[config.mk]
export PLATFORM = sky130hd
export DESIGN_NAME = pcm_voice_serial_port
export DESIGN_NICKNAME = d
export VERILOG_FILES = /design/src/design/pcm_port_pkg.sv /design/src/design/tx_sample_mem.sv /design/src/design/pcm_voice_serial_port.sv
export VERILOG_INCLUDE_DIRS = /design/src /design/src/design
export SDC_FILE = /design/constraint.sdc
export NUM_CORES = 1
export LEC_CHECK = 0
export BUFFER_PORTS_ARGS = -buffer_cell sky130_fd_sc_hd__buf_2
export CAP_MARGIN = 20
export CELL_PAD_IN_SITES_DETAIL_PLACEMENT = 0
export CELL_PAD_IN_SITES_GLOBAL_PLACEMENT = 1
export CORE_MARGIN = 2
export CORE_UTILIZATION = 40
export DETAILED_ROUTE_END_ITERATION = 12
export HOLD_SLACK_MARGIN = 0.12
export PLACE_DENSITY_LB_ADDON = 0.1
export SYNTH_ARGS = -nofsm -noshare
export SYNTH_HDL_FRONTEND = slang
export SYNTH_HIERARCHICAL = 1
export SYNTH_SLANG_ARGS = --single-unit
[constraint.sdc]
create_clock -name clk -period 10.9 [get_ports clk]
set_clock_uncertainty 0.15 [all_clocks]
set_input_delay 0.545 -clock clk [delete_from_list [all_inputs] [get_ports clk]]
set_output_delay 0.545 -clock clk [all_outputs]
set_load 0.01 [all_outputs]
[src/design/pcm_port_defs.svh]
// Register offsets, field positions, reset values and counts of the voice serial port
`ifndef PCM_PORT_DEFS_SVH
`define PCM_PORT_DEFS_SVH

// ----------------------------------------
// Register offsets
// ----------------------------------------
`define CFG_ADDR        8'h00
`define TIM_ADDR        8'h04
`define STAT_ADDR       8'h08

// ----------------------------------------
// Configuration word fields
// ----------------------------------------
`define CFG_EN_BIT      0
`define CFG_MASTER_BIT  1
`define CFG_FRAME_LSB   2
`define CFG_SAMPLE_LSB  4
`define CFG_SLOT16_BIT  6
`define CFG_SLOTS_LSB   7
`define CFG_FILL_LSB    11
`define CFG_ATTEN_LSB   13
`define CFG_BIGEND_BIT  16
`define CFG_TRIFALL_BIT 17
`define CFG_RESET       32'h0001_00C0
`define CFG_MASK        32'h0003_FFFF

// ----------------------------------------
// Timing word fields
// ----------------------------------------
`define TIM_DIV_LSB     0
`define TIM_FLEN_LSB    8
`define TIM_RESET       32'h0000_4027
`define TIM_MASK        32'h0001_FFFF

// ----------------------------------------
// Frame geometry
// ----------------------------------------
`define LONG_SYNC_BITS  9'h008
`define SPAN_SLOT16     7'h40
`define SPAN_SLOT8      7'h20
`define SLOT16_LAST     4'hF
`define SLOT8_LAST      4'h7
`define GCI_SLOT_MASK   4'h3
`define MAX_CHANNELS    3

`endif

[src/design/pcm_port_pkg.sv]
// Types of the voice serial port
package pcm_port_pkg;

	typedef enum logic [1:0] {
		FRAME_LONG  = 2'b00,
		FRAME_SHORT = 2'b01,
		FRAME_GCI   = 2'b10
	} frame_fmt_e;

	typedef enum logic [1:0] {
		SAMPLE_LIN13 = 2'b00,
		SAMPLE_LIN16 = 2'b01,
		SAMPLE_ULAW  = 2'b10,
		SAMPLE_ALAW  = 2'b11
	} sample_fmt_e;

	typedef enum logic [1:0] {
		FILL_SIGN  = 2'b00,
		FILL_ZERO  = 2'b01,
		FILL_ATTEN = 2'b10
	} fill_e;

	typedef enum logic [1:0] {
		ST_IDLE = 2'b00,
		ST_HUNT = 2'b01,
		ST_RUN  = 2'b10
	} port_state_e;

endpackage : pcm_port_pkg

[src/design/tx_sample_mem.sv]
// Transmit sample store, one word per slot, registered read
`timescale 1ns/1ps
module tx_sample_mem (
	input  wire logic        clk,
	input  wire logic        rst,
	input  wire logic        wr_en,
	input  wire logic [1:0]  wr_addr,
	input  wire logic [15:0] wr_data,
	input  wire logic [1:0]  rd_addr,
	output logic      [15:0] rd_data
);
	logic [15:0] mem [0:3];
	logic [15:0] rd_q;

	// ----------------------------------------
	// Storage
	// ----------------------------------------
	always_ff @(posedge clk) begin
		if (wr_en) begin
			mem[wr_addr] <= wr_data;
		end
	end

	always_ff @(posedge clk or posedge rst) begin
		if (rst) begin
			rd_q <= 16'h0000;
		end else begin
			rd_q <= mem[rd_addr];
		end
	end

	assign rd_data = rd_q;
endmodule : tx_sample_mem

[src/design/pcm_voice_serial_port.sv]
// Voice serial port: APB configuration, bit clock and frame sync, slot serialiser
`timescale 1ns/1ps
`include "pcm_port_defs.svh"

// Functional notes
// - As master the port drives bit clock and frame sync itself.
// - As slave both clock and sync come from the far party.
// - Long frame sync: sync rising edge starts the sample word.
// - Long sync master holds sync high exactly eight bit clocks.
// - Input sampled on falling bit clock edge, output launched on rising.
// - Output release after last bit: on its falling edge or next rising.
// - Short frame sync: sync falling edge starts the sample word.
// - Short frame sync pulse lasts exactly one bit clock.
// - At most three voice channels in any of the first four slots.
// - Samples are 13-bit or 16-bit linear, or 8-bit mu-law or A-law.
// - GCI mode carries the two B channels in consecutive slots.
// - GCI frames start on sync rising edge and repeat at 8 kHz.
// - Samples stream directly to voice hardware, no host protocol involved.
// - Long, short and GCI framing are selected by configuration.
// - Slots are 8 or 16 bit clocks; 8 only for 8-bit samples (GCI here always uses 8, linear samples too).
// - Spare bits of 16-clock slots: sign, zeros or 3-bit attenuation.
// - Bit order within a sample is little or big endian.
module pcm_voice_serial_port (
	input  wire logic        clk,
	input  wire logic        rst,
	input  wire logic [7:0]  paddr,
	input  wire logic        psel,
	input  wire logic        penable,
	input  wire logic        pwrite,
	input  wire logic [31:0] pwdata,
	output logic      [31:0] prdata,
	output logic             pready,
	output logic             pslverr,
	input  wire logic        bclk_in,
	output logic             bclk_out,
	output logic             bclk_oe,
	input  wire logic        sync_in,
	output logic             sync_out,
	output logic             sync_oe,
	input  wire logic        sdata_in,
	output logic             sdata_out,
	output logic             sdata_oe,
	input  wire logic        tx_wr_en,
	input  wire logic [1:0]  tx_wr_slot,
	input  wire logic [15:0] tx_wr_data,
	output logic      [15:0] rx_sample,
	output logic      [1:0]  rx_slot,
	output logic             rx_valid
);
	// ----------------------------------------
	// Helpers
	// ----------------------------------------
	function automatic logic [1:0] reg_sel(input logic [7:0] a);
		logic [1:0] r;
		r = 2'h3;
		if (a == `CFG_ADDR) r = 2'h0;
		if (a == `TIM_ADDR) r = 2'h1;
		if (a == `STAT_ADDR) r = 2'h2;
		return r;
	endfunction : reg_sel

	function automatic logic [3:0] limit3(input logic [3:0] m);
		logic [3:0] r;
		int         n;
		r = 4'h0;
		n = 0;
		for (int i = 0; i < 4; i++) begin
			if (m[i] && n < `MAX_CHANNELS) begin
				r[i] = 1'h1;
				n++;
			end
		end
		return r;
	endfunction : limit3

	function automatic logic [1:0] slot_of(input logic [6:0] p, input logic s16);
		return s16 ? p[5:4] : p[4:3];
	endfunction : slot_of

	function automatic logic [3:0] bit_of(input logic [6:0] p, input logic s16);
		return s16 ? p[3:0] : {1'h0, p[2:0]};
	endfunction : bit_of

	function automatic logic [15:0] fmt_word(input logic [15:0] s,
		input pcm_port_pkg::sample_fmt_e sf, input pcm_port_pkg::fill_e fl,
		input logic [2:0] att, input logic s16);
		logic [15:0] w;
		w = s;
		if (sf == pcm_port_pkg::SAMPLE_LIN13) begin
			w = (fl == pcm_port_pkg::FILL_SIGN) ? {{3{s[12]}}, s[12:0]} :
				(fl == pcm_port_pkg::FILL_ATTEN) ? {s[12:0], att} : {s[12:0], 3'h0};
		end else if (sf != pcm_port_pkg::SAMPLE_LIN16) begin
			w = !s16 ? {8'h00, s[7:0]} :
				(fl == pcm_port_pkg::FILL_SIGN) ? {{8{s[7]}}, s[7:0]} :
				(fl == pcm_port_pkg::FILL_ATTEN) ? {s[7:0], att, 5'h00} : {s[7:0], 8'h00};
		end
		return w;
	endfunction : fmt_word

	function automatic logic tx_bit(input logic [15:0] w, input logic [3:0] idx,
		input logic s16, input logic be);
		logic [3:0] msb;
		msb = s16 ? `SLOT16_LAST : `SLOT8_LAST;
		return be ? w[msb - idx] : w[idx];
	endfunction : tx_bit

	function automatic logic [15:0] rx_norm(input logic [15:0] sh, input logic s16,
		input logic be);
		logic [15:0] r;
		r = 16'h0000;
		for (int i = 0; i < 16; i++) begin
			r[i] = sh[15 - i];
		end
		if (be) return s16 ? sh : {8'h00, sh[7:0]};
		return s16 ? r : {8'h00, r[15:8]};
	endfunction : rx_norm

	// ----------------------------------------
	// Declarations
	// ----------------------------------------
	logic [31:0]                 cfg_q, cfg_d, tim_q, tim_d, prdata_q, prdata_d;
	logic                        pready_q, pready_d, pslverr_q, pslverr_d;
	logic [2:0]                  bclk_sq, sync_sq;
	logic [1:0]                  din_sq;
	logic [7:0]                  div_q, div_d;
	logic                        bclk_q, bclk_d, msync_q, msync_d, drv_q, drv_d;
	logic [8:0]                  fcnt_q, fcnt_d, fcnt_wrap, flen_m1;
	pcm_port_pkg::port_state_e   st_q, st_d, lst;
	logic [6:0]                  pos_q, pos_d, lp;
	logic [15:0]                 word_q, word_d, lw, rxsh_q, rxsh_d, rxs_q, rxs_d;
	logic [15:0]                 frames_q, frames_d, rd_data;
	logic                        dout_q, dout_d, doe_q, doe_d, last_q, last_d;
	logic                        arm_q, arm_d, rxv_q, rxv_d, syncp_q, syncp_d, act;
	logic [1:0]                  rxslot_q, rxslot_d, curslot_q, curslot_d;
	logic                        en, master, gci, slot16, big_end, sync_lvl;
	logic                        rise_ev, fall_ev, start_ev;
	logic [3:0]                  slot_mask;
	pcm_port_pkg::frame_fmt_e    ffmt;
	pcm_port_pkg::sample_fmt_e   sfmt;

	// ----------------------------------------
	// Configuration decode
	// ----------------------------------------
	assign en      = cfg_q[`CFG_EN_BIT];
	assign master  = cfg_q[`CFG_MASTER_BIT];
	assign big_end = cfg_q[`CFG_BIGEND_BIT];
	assign ffmt    = pcm_port_pkg::frame_fmt_e'(cfg_q[`CFG_FRAME_LSB +: 2]);
	assign sfmt    = pcm_port_pkg::sample_fmt_e'(cfg_q[`CFG_SAMPLE_LSB +: 2]);
	assign gci     = (ffmt == pcm_port_pkg::FRAME_GCI);
	assign slot16  = !gci && (cfg_q[`CFG_SLOT16_BIT] || sfmt == pcm_port_pkg::SAMPLE_LIN13 ||
		sfmt == pcm_port_pkg::SAMPLE_LIN16);
	assign slot_mask = gci ? `GCI_SLOT_MASK : limit3(cfg_q[`CFG_SLOTS_LSB +: 4]);

	// ----------------------------------------
	// APB slave
	// ----------------------------------------
	always_comb begin
		cfg_d     = cfg_q;
		tim_d     = tim_q;
		prdata_d  = prdata_q;
		pready_d  = 1'h0;
		pslverr_d = 1'h0;
		if (psel && !penable) begin
			pready_d  = 1'h1;
			pslverr_d = (reg_sel(paddr) == 2'h3);
			prdata_d  = 32'h0000_0000;
			if (reg_sel(paddr) == 2'h0) prdata_d = cfg_q;
			if (reg_sel(paddr) == 2'h1) prdata_d = tim_q;
			if (reg_sel(paddr) == 2'h2) prdata_d = {frames_q, 12'h000, st_q, 1'h0, drv_q};
		end
		if (psel && penable && pready_q && pwrite) begin
			if (reg_sel(paddr) == 2'h0 && (!en || !pwdata[`CFG_EN_BIT])) cfg_d = pwdata & `CFG_MASK;
			if (reg_sel(paddr) == 2'h1 && !en) tim_d = pwdata & `TIM_MASK;
		end
	end

	always_ff @(posedge clk or posedge rst) begin
		if (rst) begin
			cfg_q     <= `CFG_RESET;
			tim_q     <= `TIM_RESET;
			prdata_q  <= 32'h0000_0000;
			pready_q  <= 1'h0;
			pslverr_q <= 1'h0;
		end else begin
			cfg_q     <= cfg_d;
			tim_q     <= tim_d;
			prdata_q  <= prdata_d;
			pready_q  <= pready_d;
			pslverr_q <= pslverr_d;
		end
	end

	// ----------------------------------------
	// Pin synchronisers
	// ----------------------------------------
	always_ff @(posedge clk or posedge rst) begin
		if (rst) begin
			bclk_sq <= 3'h0;
			sync_sq <= 3'h0;
			din_sq  <= 2'h0;
		end else begin
			bclk_sq <= {bclk_sq[1:0], bclk_in};
			sync_sq <= {sync_sq[1:0], sync_in};
			din_sq  <= {din_sq[0], sdata_in};
		end
	end

	assign rise_ev  = master ? (div_q == 8'h00 && !bclk_q) : (bclk_sq[1] && !bclk_sq[2]);
	assign fall_ev  = master ? (div_q == 8'h00 && bclk_q) : (!bclk_sq[1] && bclk_sq[2]);
	assign sync_lvl = sync_sq[1];

	// ----------------------------------------
	// Master bit clock and frame sync
	// ----------------------------------------
	assign flen_m1   = tim_q[`TIM_FLEN_LSB +: 9] - 9'h001;
	assign fcnt_wrap = (fcnt_q == flen_m1) ? 9'h000 : fcnt_q + 9'h001;

	always_comb begin
		div_d   = div_q;
		bclk_d  = bclk_q;
		fcnt_d  = fcnt_q;
		msync_d = msync_q;
		drv_d   = en && master;
		if (en && master) begin
			if (div_q == 8'h00) begin
				div_d  = tim_q[`TIM_DIV_LSB +: 8];
				bclk_d = !bclk_q;
			end else begin
				div_d = div_q - 8'h01;
			end
			if (rise_ev) begin
				fcnt_d = fcnt_wrap;
				msync_d = (ffmt == pcm_port_pkg::FRAME_SHORT) ? (fcnt_wrap == flen_m1) :
					(fcnt_wrap < `LONG_SYNC_BITS);
			end
		end else begin
			div_d   = 8'h00;
			bclk_d  = 1'h0;
			fcnt_d  = flen_m1;
			msync_d = 1'h0;
		end
	end

	always_ff @(posedge clk or posedge rst) begin
		if (rst) begin
			div_q   <= 8'h00;
			bclk_q  <= 1'h0;
			fcnt_q  <= 9'h000;
			msync_q <= 1'h0;
			drv_q   <= 1'h0;
		end else begin
			div_q   <= div_d;
			bclk_q  <= bclk_d;
			fcnt_q  <= fcnt_d;
			msync_q <= msync_d;
			drv_q   <= drv_d;
		end
	end

	// ----------------------------------------
	// Frame start detection
	// ----------------------------------------
	// start edges
	assign start_ev = rise_ev && (master ? (fcnt_wrap == 9'h000) :
		(ffmt == pcm_port_pkg::FRAME_SHORT) ? (!sync_lvl && syncp_q) : (sync_lvl && !syncp_q));

	// ----------------------------------------
	// Slot serialiser and receiver
	// ----------------------------------------
	// direct sample path
	tx_sample_mem u_mem (
		.clk     (clk),
		.rst     (rst),
		.wr_en   (tx_wr_en),
		.wr_addr (tx_wr_slot),
		.wr_data (tx_wr_data),
		.rd_addr (slot_of(pos_q, slot16)),
		.rd_data (rd_data)
	);

	always_comb begin
		st_d      = st_q;
		pos_d     = pos_q;
		word_d    = word_q;
		dout_d    = dout_q;
		doe_d     = doe_q;
		last_d    = last_q;
		arm_d     = arm_q;
		rxsh_d    = rxsh_q;
		rxs_d     = rxs_q;
		rxslot_d  = rxslot_q;
		rxv_d     = 1'h0;
		frames_d  = frames_q;
		syncp_d   = syncp_q;
		curslot_d = curslot_q;
		lp        = pos_q;
		lw        = word_q;
		act       = 1'h0;
		lst       = st_q;
		if (!en) begin
			st_d   = pcm_port_pkg::ST_IDLE;
			pos_d  = 7'h00;
			doe_d  = 1'h0;
			arm_d  = 1'h0;
			last_d = 1'h0;
			syncp_d = 1'h0;
		end else begin
			if (rise_ev) begin
				syncp_d = sync_lvl;
				if (start_ev) begin
					lst      = pcm_port_pkg::ST_RUN;
					lp       = 7'h00;
					frames_d = frames_q + 16'h0001;
				end
				unique case (lst)
					pcm_port_pkg::ST_IDLE, pcm_port_pkg::ST_HUNT: begin
						st_d  = pcm_port_pkg::ST_HUNT;
						doe_d = 1'h0;
						arm_d = 1'h0;
					end
					pcm_port_pkg::ST_RUN: begin
						if (lp < (slot16 ? `SPAN_SLOT16 : `SPAN_SLOT8)) begin
							st_d = pcm_port_pkg::ST_RUN;
							if (bit_of(lp, slot16) == 4'h0) begin
								lw = fmt_word(rd_data, sfmt,
									pcm_port_pkg::fill_e'(cfg_q[`CFG_FILL_LSB +: 2]),
									cfg_q[`CFG_ATTEN_LSB +: 3], slot16);
							end
							act       = slot_mask[slot_of(lp, slot16)];
							word_d    = lw;
							dout_d    = act ? tx_bit(lw, bit_of(lp, slot16), slot16, big_end) : 1'h0;
							doe_d     = act;
							arm_d     = act;
							last_d    = bit_of(lp, slot16) == (slot16 ? `SLOT16_LAST : `SLOT8_LAST);
							curslot_d = slot_of(lp, slot16);
							pos_d     = lp + 7'h01;
						end else begin
							st_d   = pcm_port_pkg::ST_HUNT;
							pos_d  = 7'h00;
							doe_d  = 1'h0;
							arm_d  = 1'h0;
							last_d = 1'h0;
						end
					end
					default: st_d = pcm_port_pkg::ST_IDLE;
				endcase
			end
			if (fall_ev) begin
				if (arm_q) begin
					rxsh_d = {rxsh_q[14:0], din_sq[1]};
					if (last_q) begin
						rxs_d    = rx_norm({rxsh_q[14:0], din_sq[1]}, slot16, big_end);
						rxslot_d = curslot_q;
						rxv_d    = 1'h1;
						arm_d    = 1'h0;
					end
				end
				if (cfg_q[`CFG_TRIFALL_BIT] && last_q) doe_d = 1'h0;
			end
		end
	end

	always_ff @(posedge clk or posedge rst) begin
		if (rst) begin
			st_q      <= pcm_port_pkg::ST_IDLE;
			pos_q     <= 7'h00;
			word_q    <= 16'h0000;
			dout_q    <= 1'h0;
			doe_q     <= 1'h0;
			last_q    <= 1'h0;
			arm_q     <= 1'h0;
			rxsh_q    <= 16'h0000;
			rxs_q     <= 16'h0000;
			rxslot_q  <= 2'h0;
			rxv_q     <= 1'h0;
			frames_q  <= 16'h0000;
			syncp_q   <= 1'h0;
			curslot_q <= 2'h0;
		end else begin
			st_q      <= st_d;
			pos_q     <= pos_d;
			word_q    <= word_d;
			dout_q    <= dout_d;
			doe_q     <= doe_d;
			last_q    <= last_d;
			arm_q     <= arm_d;
			rxsh_q    <= rxsh_d;
			rxs_q     <= rxs_d;
			rxslot_q  <= rxslot_d;
			rxv_q     <= rxv_d;
			frames_q  <= frames_d;
			syncp_q   <= syncp_d;
			curslot_q <= curslot_d;
		end
	end

	// ----------------------------------------
	// Outputs
	// ----------------------------------------
	assign prdata    = prdata_q;
	assign pready    = pready_q;
	assign pslverr   = pslverr_q;
	assign bclk_out  = bclk_q;
	assign bclk_oe   = drv_q;
	assign sync_out  = msync_q;
	assign sync_oe   = drv_q;
	assign sdata_out = dout_q;
	assign sdata_oe  = doe_q;
	assign rx_sample = rxs_q;
	assign rx_slot   = rxslot_q;
	assign rx_valid  = rxv_q;

	// ----------------------------------------
	// Assertions
	// ----------------------------------------
	logic [3:0] hcnt_q;

	always_ff @(posedge clk or posedge rst) begin
		if (rst) begin
			hcnt_q <= 4'h0;
		end else begin
			hcnt_q <= !msync_q ? 4'h0 : (rise_ev ? hcnt_q + 4'h1 : hcnt_q);
		end
	end
endmodule : pcm_voice_serial_port

# Yosys cells after proc, flatten, opt, wreduce, memory -nomap -nowiden
# Memory sizes are Yosys's and may differ from the RTL's. A register that Yosys moved wholly into a read port is not among the register bits.
# Index checks and enable logic that the tools add are counted.
# totals
register_bits	178
latchBits	0
mem_bits_rw	64
mem_bits_ro	0
inputBits	67
output_inout_bits	59
elab_cells	216
memories	1
# op_classes
addsub	8
n_mul	0
div_mod_pow	0
magnitude_cmp	8
eq_ne	20
shift	0
mux	104
bitwise	0
reduce_logical	48
# mem_list
memory	words	word_bits	read_ports	rd_clocked_by_memory_dff	write_ports	line_no	rtl
u_mem.mem	4	16	1	1	1	tx_sample_mem.sv:12	logic [15:0] mem [0:3];
# op_table
op	n
$mux 16	12
$mux 32	4
$lt 32x3->1 const B	3
$add 32x2->32 const B	2
$mux 7	8
$mux 1	48
$mux 15	2
$mux 9	3
$mux 2	13
$mux 8	3
$logic_and 1x1->1	19
$eq 9x9->1	2
$mux 18	1
$add 16x1->16 const B	1
$logic_not 8->1	2
$mux 4	3
$eq 2x1->1 const B	5
$eq 2x2->1 const B	5
$logic_not 2->1	5
$lt 4x5->1 const B	2
$ne 2x1->1 const B	5
$add 9x1->9 const B	1
$logic_not 1->1	9
$logic_not 9->1	1
21 further kinds	29

# Longest topological paths before layout
# Gate-level depths: netlist of run 1.
# logic_depth
ltp_word	20
mapped_depth	23
depth_no_buf	18

# Modules after synthesis
# The synthesis of run 1 kept the hierarchy.
# by_module_without_submodules
module	instances	cells_each	area_per_inst_um2	seq_area_each_um2
pcm_voice_serial_port	1	1007	9763.1	4464.3
tx_sample_mem	1	105	2781.4	2322.2

# Least setup slack after synthesis of run 1
# OpenSTA, ideal clock, no wires.
# synth_timing
path_type	reg-to-reg
start	register tim_q[10]
end	register dout_q (netlist: sdata_out)
setup_time_ps	134
arrival_time_ps	4557
required_time_ps	10616
setup_slack_ps	6059
path_stages_with_launch	21
path_buffers	4
synth_period_minus_slack_ps	4841
path_cell_list	dfrtp_1 buf_6 or4_4 or4_1 buf_2 xor2_1 o211ai_1 o21a_1 nand4bb_4 nand2_1 buf_2 ha_1 nand2_1 o21a_1 or3_1 buf_4 nor2_1 nor4_1 or4_1 a41oi_2 o211ai_1
# synth_via
elab_chain_len	20
word_cells_on_any_way	32
cone_classes	add/sub (2); order compare (1); eq/ne (2); mux (23); reduce/logical (4)
# synth_rtl
item	line_no	rtl
from (decl)	pcm_voice_serial_port.sv:121	logic [31:0] cfg_q, cfg_d, tim_q, tim_d, prdata_q, prdata_d;
from (signal assigned)	pcm_voice_serial_port.sv:180	tim_q <= `TIM_RESET;
from (signal assigned)	pcm_voice_serial_port.sv:186	tim_q <= tim_d;
$sub 9x1->9 *	pcm_voice_serial_port.sv:215	assign flen_m1 = tim_q[`TIM_FLEN_LSB +: 9] - 9'h001;
$eq 9x9->1 *	pcm_voice_serial_port.sv:216	assign fcnt_wrap = (fcnt_q == flen_m1) ? 9'h000 : fcnt_q + 9'h001;
$mux 9 *	pcm_voice_serial_port.sv:216	
$logic_not 9->1 *	pcm_voice_serial_port.sv:264	assign start_ev = rise_ev && (master ? (fcnt_wrap == 9'h000) :
$mux 1 *	pcm_voice_serial_port.sv:264	
$logic_and 1x1->1 *	pcm_voice_serial_port.sv:264	
$mux 7	pcm_voice_serial_port.sv:310	if (start_ev) begin
$mux 7	pcm_voice_serial_port.sv:308	if (rise_ev) begin
(+4 left out)	--	
$mux 16	pcm_voice_serial_port.sv:322	if (lp < (slot16 ? `SPAN_SLOT16 : `SPAN_SLOT8)) begin
$mux 16	pcm_voice_serial_port.sv:315	unique case (lst)
$mux 16	pcm_voice_serial_port.sv:308	
$mux 16	pcm_voice_serial_port.sv:300	if (!en) begin
$bmux 1 s4	pcm_voice_serial_port.sv:104	return be ? w[msb - idx] : w[idx];
$mux 1 (implied by the code)	pcm_voice_serial_port.sv:104	
$mux 1	pcm_voice_serial_port.sv:104	
$mux 1	pcm_voice_serial_port.sv:331	dout_d = act ? tx_bit(lw, bit_of(lp, slot16), slot16, big_end) : 1'h0;
to (signal assigned)	pcm_voice_serial_port.sv:383	dout_q <= dout_d;
to (decl)	pcm_voice_serial_port.sv:132	logic dout_q, dout_d, doe_q, doe_d, last_q, last_d;
# Mark *: on every way between the ends. The rest lies on a longest branch, timed or not. The select of a mux whose other input is x is not followed.
# A chain may end at the register's enable or synchronous reset.

# Worst setup path in the final report of run 1
# layout_timing
start	register tim_q[11]
end	register word_q[7]
# layout_via
elab_chain_len	16
word_cells_on_any_way	22
cone_classes	add/sub (1); order compare (1); eq/ne (2); mux (14); reduce/logical (4)
# layout_rtl
item	line_no	rtl
$sub 9x1->9 *	pcm_voice_serial_port.sv:215	
$eq 9x9->1 *	pcm_voice_serial_port.sv:216	
$mux 9 *	pcm_voice_serial_port.sv:216	
$logic_not 9->1 *	pcm_voice_serial_port.sv:264	
$mux 1 *	pcm_voice_serial_port.sv:264	
$logic_and 1x1->1 *	pcm_voice_serial_port.sv:264	
$mux 7	pcm_voice_serial_port.sv:310	
$mux 7	pcm_voice_serial_port.sv:308	
$mux 7	pcm_voice_serial_port.sv:300	
$mux 4	pcm_voice_serial_port.sv:81	return s16 ? p[3:0] : {1'h0, p[2:0]};
$logic_not 4->1	pcm_voice_serial_port.sv:324	if (bit_of(lp, slot16) == 4'h0) begin
$mux 16	pcm_voice_serial_port.sv:324	
$mux 16	pcm_voice_serial_port.sv:322	
$mux 16	pcm_voice_serial_port.sv:315	
$mux 16	pcm_voice_serial_port.sv:308	
$mux 16	pcm_voice_serial_port.sv:300	
to (signal assigned)	pcm_voice_serial_port.sv:382	word_q <= word_d;
to (decl)	pcm_voice_serial_port.sv:130	logic [15:0] word_q, word_d, lw, rxsh_q, rxsh_d, rxs_q, rxs_d;
# Marked as above.

==> results of run 1 <==
power by group through the flow:
stage / sequential, mW / clock [mW] / combinational (mW)
3_5_place_dp: 1.05 / 0 / 0.115
2_1_floorplan: 1.04 / 0 / 0.0710
4_1_cts: 1.03 / 1.08 / 0.125
6_report: 1.03 / 1.05 / 0.123
5_1_grt: 1.03 / 1.12 / 0.137
3_3_place_gp: 1.04 / 0 / 0.114
registers in the layout, indices dropped and copies added, names as in the netlist, 2 cells and up:
register       count
u_mem/mem         64
prdata            32
cfg_q             18
tim_q             17
frames_q          16
rx_sample         16
u_mem/rd_data     16
word_q            16
rxsh_q            15
fcnt_q             9
div_q              8
pos_q              7
bclk_sq            3
curslot_q          2
din_sq             2
rx_slot            2
st_q               2
sync_sq            2
layout by cell type, fill, tap and decap left out, drive strengths merged, types with 40 or more instances in the layout:
cell type / n
o21ai: 57
clkbuf: 40
nor2: 71
a21oi: 50
dfrtp: 186
mux2: 56
nand2: 126
edfxtp: 64
buf: 121
synth_stat cells, types with 7 or more instances:
cell      instances  area, µm²
edfxtp_1         64       1920
mux2_2           56        631
dfrtp_1         186       4650
a221oi_1         15        131
clkbuf_1         48        180
xnor2_1          31        272
a22o_1           16        140
a21oi_1          49        245
o22ai_1           9       56.3
a211oi_1         11       82.6
and2_1            7       43.8
nor3b_1           7       52.6
nor2_1           71        267
mux4_2           11        248
a31oi_1          14       87.6
nand2b_1         11       68.8
nand2_1         126        473
nand3_1          29        145
inv_1            37        139
o31ai_1          18        135
nor4_1           15       93.8
buf_2             9       45.0
ha_1             10        125
dfstp_2           8        210
nor2b_1          12       75.1
xor2_1           13        114
nor3_1           14       70.1
o21ai_0          56        280
mux2i_1          35        350
and3_1           15       93.8
worst max-delay path: cells and delay by family, from the launching register on:
kind	cells	cell delay, ns
AND/OR/NAND/NOR	7	2.88
XOR/XNOR	1	0.25
flip-flops	1	0.53
adder cells (fa/ha/maj)	1	0.29
multiplexers	1	0.47
AO/OA/AOI/OAI	3	1.01
repair_timing:
| item | 4_1_cts | 5_1_grt |
|---|---|---|
| gates resized for setup | 0 | 0 |
| hold buffers | 37 | 0 |
| endpoints found under the hold margin | 223 | 0 |
final cells by class:
class | instances | area, µm²
Antenna cell | 1 | 2.50
Clock buffer | 40 | 818
Clock inverter | 15 | 221
Fill cell | 2887 | 16000
Inverter | 38 | 150
Multi-Input combinational cell | 750 | 5310
Sequential cell | 258 | 6790
Tap cell | 396 | 495
Timing Repair Buffer | 158 | 1010
layer usage:
layer	wire length [µm]	part of all wire [%]
met4	790	2.5
met2	14200	45
met1	15400	49
met3	1080	3.4
met5	0	0
stage by stage:
step | power [mW] | hold WS [ns] | instance area [µm²]
6_report | 2.20 | 0.147 | 14800
3_5_place_dp | 1.16 | 0.185 | 13400
3_3_place_gp | 1.16 | 0.183 | 13400
2_1_floorplan | 1.11 | 0.181 | 12500
5_1_grt | 2.28 | 0.126 | 14800
4_1_cts | 2.23 | 0.126 | 14800
how the worst max path moves through the flow:
stage | end | cells past startpoint | startpoint | slack (ns)
floorplan | arm_q | 1 | rst | 5.39
global placement | word_q[4] | 9 | div_q[0] | 5.12
detailed placement | word_q[13] | 13 | tim_q[11] | 5.13
CTS | word_q[7] | 13 | tim_q[11] | 5.10
global route | word_q[7] | 13 | tim_q[10] | 4.78
finish | word_q[7] | 13 | tim_q[11] | 5.17
logic make-up (layout without fill, tap and decap cells):
| family | Yosys count | count (layout) |
|---|---|---|
| simple gates | 332 | 332 |
| flops | 258 | 258 |
| compound gates | 253 | 253 |
| mux | 108 | 108 |
| buf+inv | 104 | 251 |
| xor+xnor | 46 | 46 |
| fa+ha+maj | 11 | 11 |
| other cells | 0 | 1 |
==> out/metrics.cfg, run 1 <==
[timing]
fmax_mhz = 175
worst_pin_slew_ns = 1.04
setup_ws_ns = 5.17
slew_headroom_pct = 30.7
rsz0062_at_grt = false
finalCritPeriodShare_pct = 52.5
finalSetupViolations = 0
hold_viol = 0
fin_crit_ns = 5.73
setup_tns_ns = 0
slew_viol_final = 0

[worst_setup_path]
reg2reg_from = tim_q[11]
ff2ff_path_depth = 13
arrival_ns = 6.01
cp_common_cell = nand2_1
worstPathMaxFanout = 24
worstSetupEndpointType = flop
crit_path_start_kind = flop
reg2reg_slack_ns = 5.17
slowest_stage = nand2_1
r2r-end = word_q[7]
cp_cell_sequence = or4_4 -> or4_1 -> xor2_1 -> o211ai_1 -> o21a_1 -> nand4bb_4 -> nand2_1 -> ha_1 -> nand2_1 -> nand4bb_2 -> a21oi_2 -> nand2_1 -> mux2_2
crit_type = reg -> reg
worstPathRequired_ns = 11.18
slowest_delay_ns = 0.68

[clock_network]
numCtsBuffers = 30
cts_max_path_buffers = 3
cts_tree = built
clock_sinks = 258
post-cts-setup-buffers = 0
cts-root-buf = clkbuf_16
cts.clk_slew.worst_paths_ns = 0.06
clock_latency_ns = 0.58
htreeDepth = 1

[run_status]
outcome = finished clean

[die]
core_area_um2 = 30700
rows = 64
die_h_um = 181
die_area_um2 = 32800
num_io_pins = 126
initial_core_util_pct = 40.8
die-width_um = 181

[grt]
use_met1_pct = 28.0
antenna_found_initial = 0
use_met3_pct = 2.46
grt_pass1_wl_um = 50500
grt_usage_pct = 19.2
gr-total-overflow = 0
grt_pass1_vias = 8936
globalRouteMet2Util_pct = 30.4
grt_busiest_layer = met2
grt_max_degree = 120

[yosys]
seq_area_frac_synth_pct = 54.1
synth_top_family_by_area = compound AO/OA/AOI/OAI gates
ys.flop_type = dfrtp_1
avgSynthCellArea_um2 = 11.3
synth_compound_area_share_pct = 13.9
synthMuxAreaShare_pct = 11.1
synth-edff-count = 64
ys_types = 82
synthXorXnorAreaFrac_pct = 3.43
synthSimpleGateAreaFrac_pct = 12.8
syn_area_um2 = 12500
synth_fa_ha_area_share_pct = 1.16
ys_warn_count = 6
synth_nets = 1190
synth_seq_cells = 258
synthArstFlopShare_pct = 75.2
syn_inst = 1112

[min_path]
hp-class = in -> reg
hold_path_depth = 2
hp-start = pwdata[0]
min_to = cfg_q[0]

[place]
dp_slack_ns = 5.13
portBuffers = 111
dp_cells = 1563
place_congestion = 0.831
dp_hpwl_um = 21500

[finish]
syn_to_final_growth_pct = 17.9
nNetsFinal = 1314
fin_util_pct = 48.1
fin_cells = 1656
drive_gt1_share_pct = 20.5

[routing]
via_count = 9011
routedWlPerCell_um = 19.0
wl_um = 31500
via_per_inst = 5.44
dr.pass1.iters = 5
drt_first_iter_violations = 505
drtAntennaViolNets = 0
route.detailed.drc = 0

[power_and_ir_drop]
power_switching_uw = 490
power_frac_comb_pct = 5.6
clockPowerShare_pct = 47.7
power_leakage_nw = 6.56
power_frac_seq_pct = 46.7
powerDensity_nw_per_um2 = 149
irDropWorstVdd_mv = 0.108
p_int_mw = 1.71
p_sw_share_pct = 22.3

[run]
maxCapViolations = 0

(Power assumes the default switching activity.)
==> run 2, diff against run 1 <==
- clock period: 10.9 -> 5.42 ns (I/O delays scaled with it)
==> out/metrics.cfg, run 2 (synthesis gave the netlist of run 1 again) <==
[run_status]
outcome = finished clean

[power_and_ir_drop]
power_leakage_nw = 6.71  ; +2.3%
clockPowerShare_pct = 48.2  ; +0.5 points
power_frac_seq_pct = 46.1  ; -0.6 points
powerDensity_nw_per_um2 = 298  ; +100%
power_switching_uw = 978  ; +100%
power_frac_comb_pct = 5.6  ; about the same
p_sw_share_pct = 21.8  ; -0.45 points
p_int_mw = 3.50  ; +110%
irDropWorstVdd_mv = 0.319  ; +190%

[timing]
slew_headroom_pct = 35.8  ; +5.1 points
hold_viol = 0  ; unchanged
fin_crit_ns = 5.05  ; -0.673 ns
finalCritPeriodShare_pct = 93.3  ; +41 points
setup_tns_ns = 0  ; unchanged
setup_ws_ns = 0.365  ; -4.81 ns
slew_viol_final = 0  ; unchanged
fmax_mhz = 198  ; +13%
finalSetupViolations = 0  ; unchanged
worst_pin_slew_ns = 0.961  ; -0.0785 ns
rsz0062_at_grt = false

[finish]
nNetsFinal = 1342  ; +2.1%
largest_reg_flops = 64  ; unchanged
fin_util_pct = 49.0  ; +0.86 points
n_antenna_cell = 0  ; -1
drive_gt1_share_pct = 21.5  ; +1.0 points
largest-register = u_mem/mem
layout_common_cells = 186 x dfrtp_1, 126 x nand2_1, 111 x buf_2
syn_to_final_growth_pct = 20.0
final_common_cell = dfrtp_1

[worst_setup_path]
cp_num_buf_inv = 0  ; unchanged
slowest_stage = or4_4
crit_type = reg -> reg
worstSetupEndpointType = flop
worstPathRequired_ns = 5.70  ; -5.48 ns
slowest_delay_ns = 0.57  ; -0.11 ns
worstPathMaxFanout = 10  ; -58%
crit_family = simple AND/OR/NAND/NOR gates
arrival_ns = 5.34  ; -0.67 ns
cp_cell_sequence = or4_4 -> or4_1 -> xor2_1 -> o211ai_1 -> o21a_1 -> nand4bb_4 -> nand2_1 -> ha_1 -> nand2_1 -> o21a_1 -> or3_1 -> nor2_1 -> nor4_1 -> or4_1 -> a41oi_2 -> o211ai_1
crit_path_start_kind = flop

[clock_network]
htreeDepth = 1  ; unchanged
clock_latency_ns = 0.57  ; about the same
numCtsBuffers = 29  ; -3.3%
cts_max_path_buffers = 3  ; unchanged
clock_sinks = 258  ; unchanged
cts-root-buf = clkbuf_16
cts.clk_slew.worst_paths_ns = 0.06  ; about the same
cts_tree = built
ctsResizeCount = 0  ; unchanged

[grt]
grt_pass1_vias = 9087  ; +1.7%
grt_max_degree = 70  ; -42%
grt_pass1_wl_um = 51300  ; +1.5%
gr-total-overflow = 0  ; unchanged
grt_usage_pct = 19.5  ; +0.27 points
antenna_found_initial = 0  ; unchanged

[place]
place_congestion = 0.865  ; +4.1%
dp_hpwl_um = 22000  ; +1.9%
portBuffers = 111  ; unchanged
dp_slack_ns = 0.429  ; -4.70 ns

[die]
die-width_um = 181  ; unchanged
die_area_um2 = 32800  ; unchanged
initial_core_util_pct = 40.8  ; unchanged
die_h_um = 181  ; unchanged
rows = 64  ; unchanged
core_area_um2 = 30700  ; unchanged
num_io_pins = 126  ; unchanged

[routing]
via_count = 9087  ; +0.84%
drt_first_iter_violations = 472  ; -6.5%
routedWlPerCell_um = 18.8  ; -0.93%
route.detailed.drc = 0  ; unchanged
drtAntennaViolNets = 0  ; unchanged
via_per_inst = 5.40  ; -0.77%
dr.pass1.iters = 4  ; -1
wl_um = 31700  ; +0.69%

[min_path]
hp-class = in -> async

[run]
maxCapViolations = 0  ; unchanged

-- run 2: worst reg2reg max path, stage by stage (launching register included) --
cell	delay, ns
dfrtp_1	0.50
or4_4	0.57
or4_1	0.56
xor2_1	0.25
o211ai_1	0.15
o21a_1	0.23
nand4bb_4	0.28
nand2_1	0.12
ha_1	0.17
nand2_1	0.13
o21a_1	0.19
or3_1	0.53
nor2_1	0.20
nor4_1	0.07
or4_1	0.54
a41oi_2	0.19
o211ai_1	0.10
-- run 2: repair_timing --
item,4_1_cts,5_1_grt
hold buffers,50,0
endpoints found under the hold margin,196,0
buffers inserted,0,0
setup endpoints to repair,0,0
-- run 2: layer usage --
| layer | vias up | wire (µm) | GRT usage, % | part of all wire, % |
|---|---|---|---|---|
| li1 | 4394 | - | - | - |
| met5 | - | 0 | 0 | 0 |
| met1 | 4478 | 15300 | 28.4 | 48 |
| met4 | 0 | 717 | 4.49 | 2.3 |
| met3 | 44 | 1200 | 2.70 | 3.8 |
| met2 | 171 | 14400 | 31.0 | 46 |
-- run 2: path summary, 6_finish.rpt --
kind / to / slack, ns / cells after the start / startpoint
worst max-delay path: sdata_out / 0.37 / 16 / tim_q[11]
worst min register to register: bclk_sq[1] / 0.20 / 0 / bclk_sq[0]
min in group clk: prdata[17] / 0.16 / 5 / psel
max in group asynchronous: sync_sq[1] / 3.79 / 4 / rst
worst max register to register: sdata_out / 0.37 / 16 / tim_q[11]
worst min-delay path: word_q[8] / 0.11 / 3 / rst
-- run 2: stage by stage --
step | hold WS (ns) | total power, mW | instances | cell area [µm²]
2_1_floorplan | 0.0347 | 2.24 | 1112 | 12500
3_3_place_gp | 0.167 | 2.33 | 1578 | 13500
3_5_place_dp | 0.169 | 2.33 | 1579 | 13500
4_1_cts | 0.122 | 4.54 | 1683 | 15100
5_1_grt | 0.149 | 4.65 | 1683 | 15100
6_report | 0.111 | 4.48 | 1683 | 15100
-- run 2: area by class of cell --
class | count | area (µm²)
clock buffers | 43 | 838
clock inverters | 11 | 223
fillers | 2915 | 15700
inverters | 38 | 150
multi-input cells | 750 | 5310
flip-flops and latches | 258 | 6790
well taps | 396 | 495
repair buffers | 187 | 1260
-- run 2: power by group through the flow --
stage | registers [mW] | logic [mW] | clock network, mW
floorplan | 2.10 | 0.143 | 0
global placement | 2.10 | 0.229 | 0
detailed placement | 2.10 | 0.229 | 0
CTS | 2.07 | 0.256 | 2.22
global route | 2.07 | 0.283 | 2.30
finish | 2.07 | 0.253 | 2.16
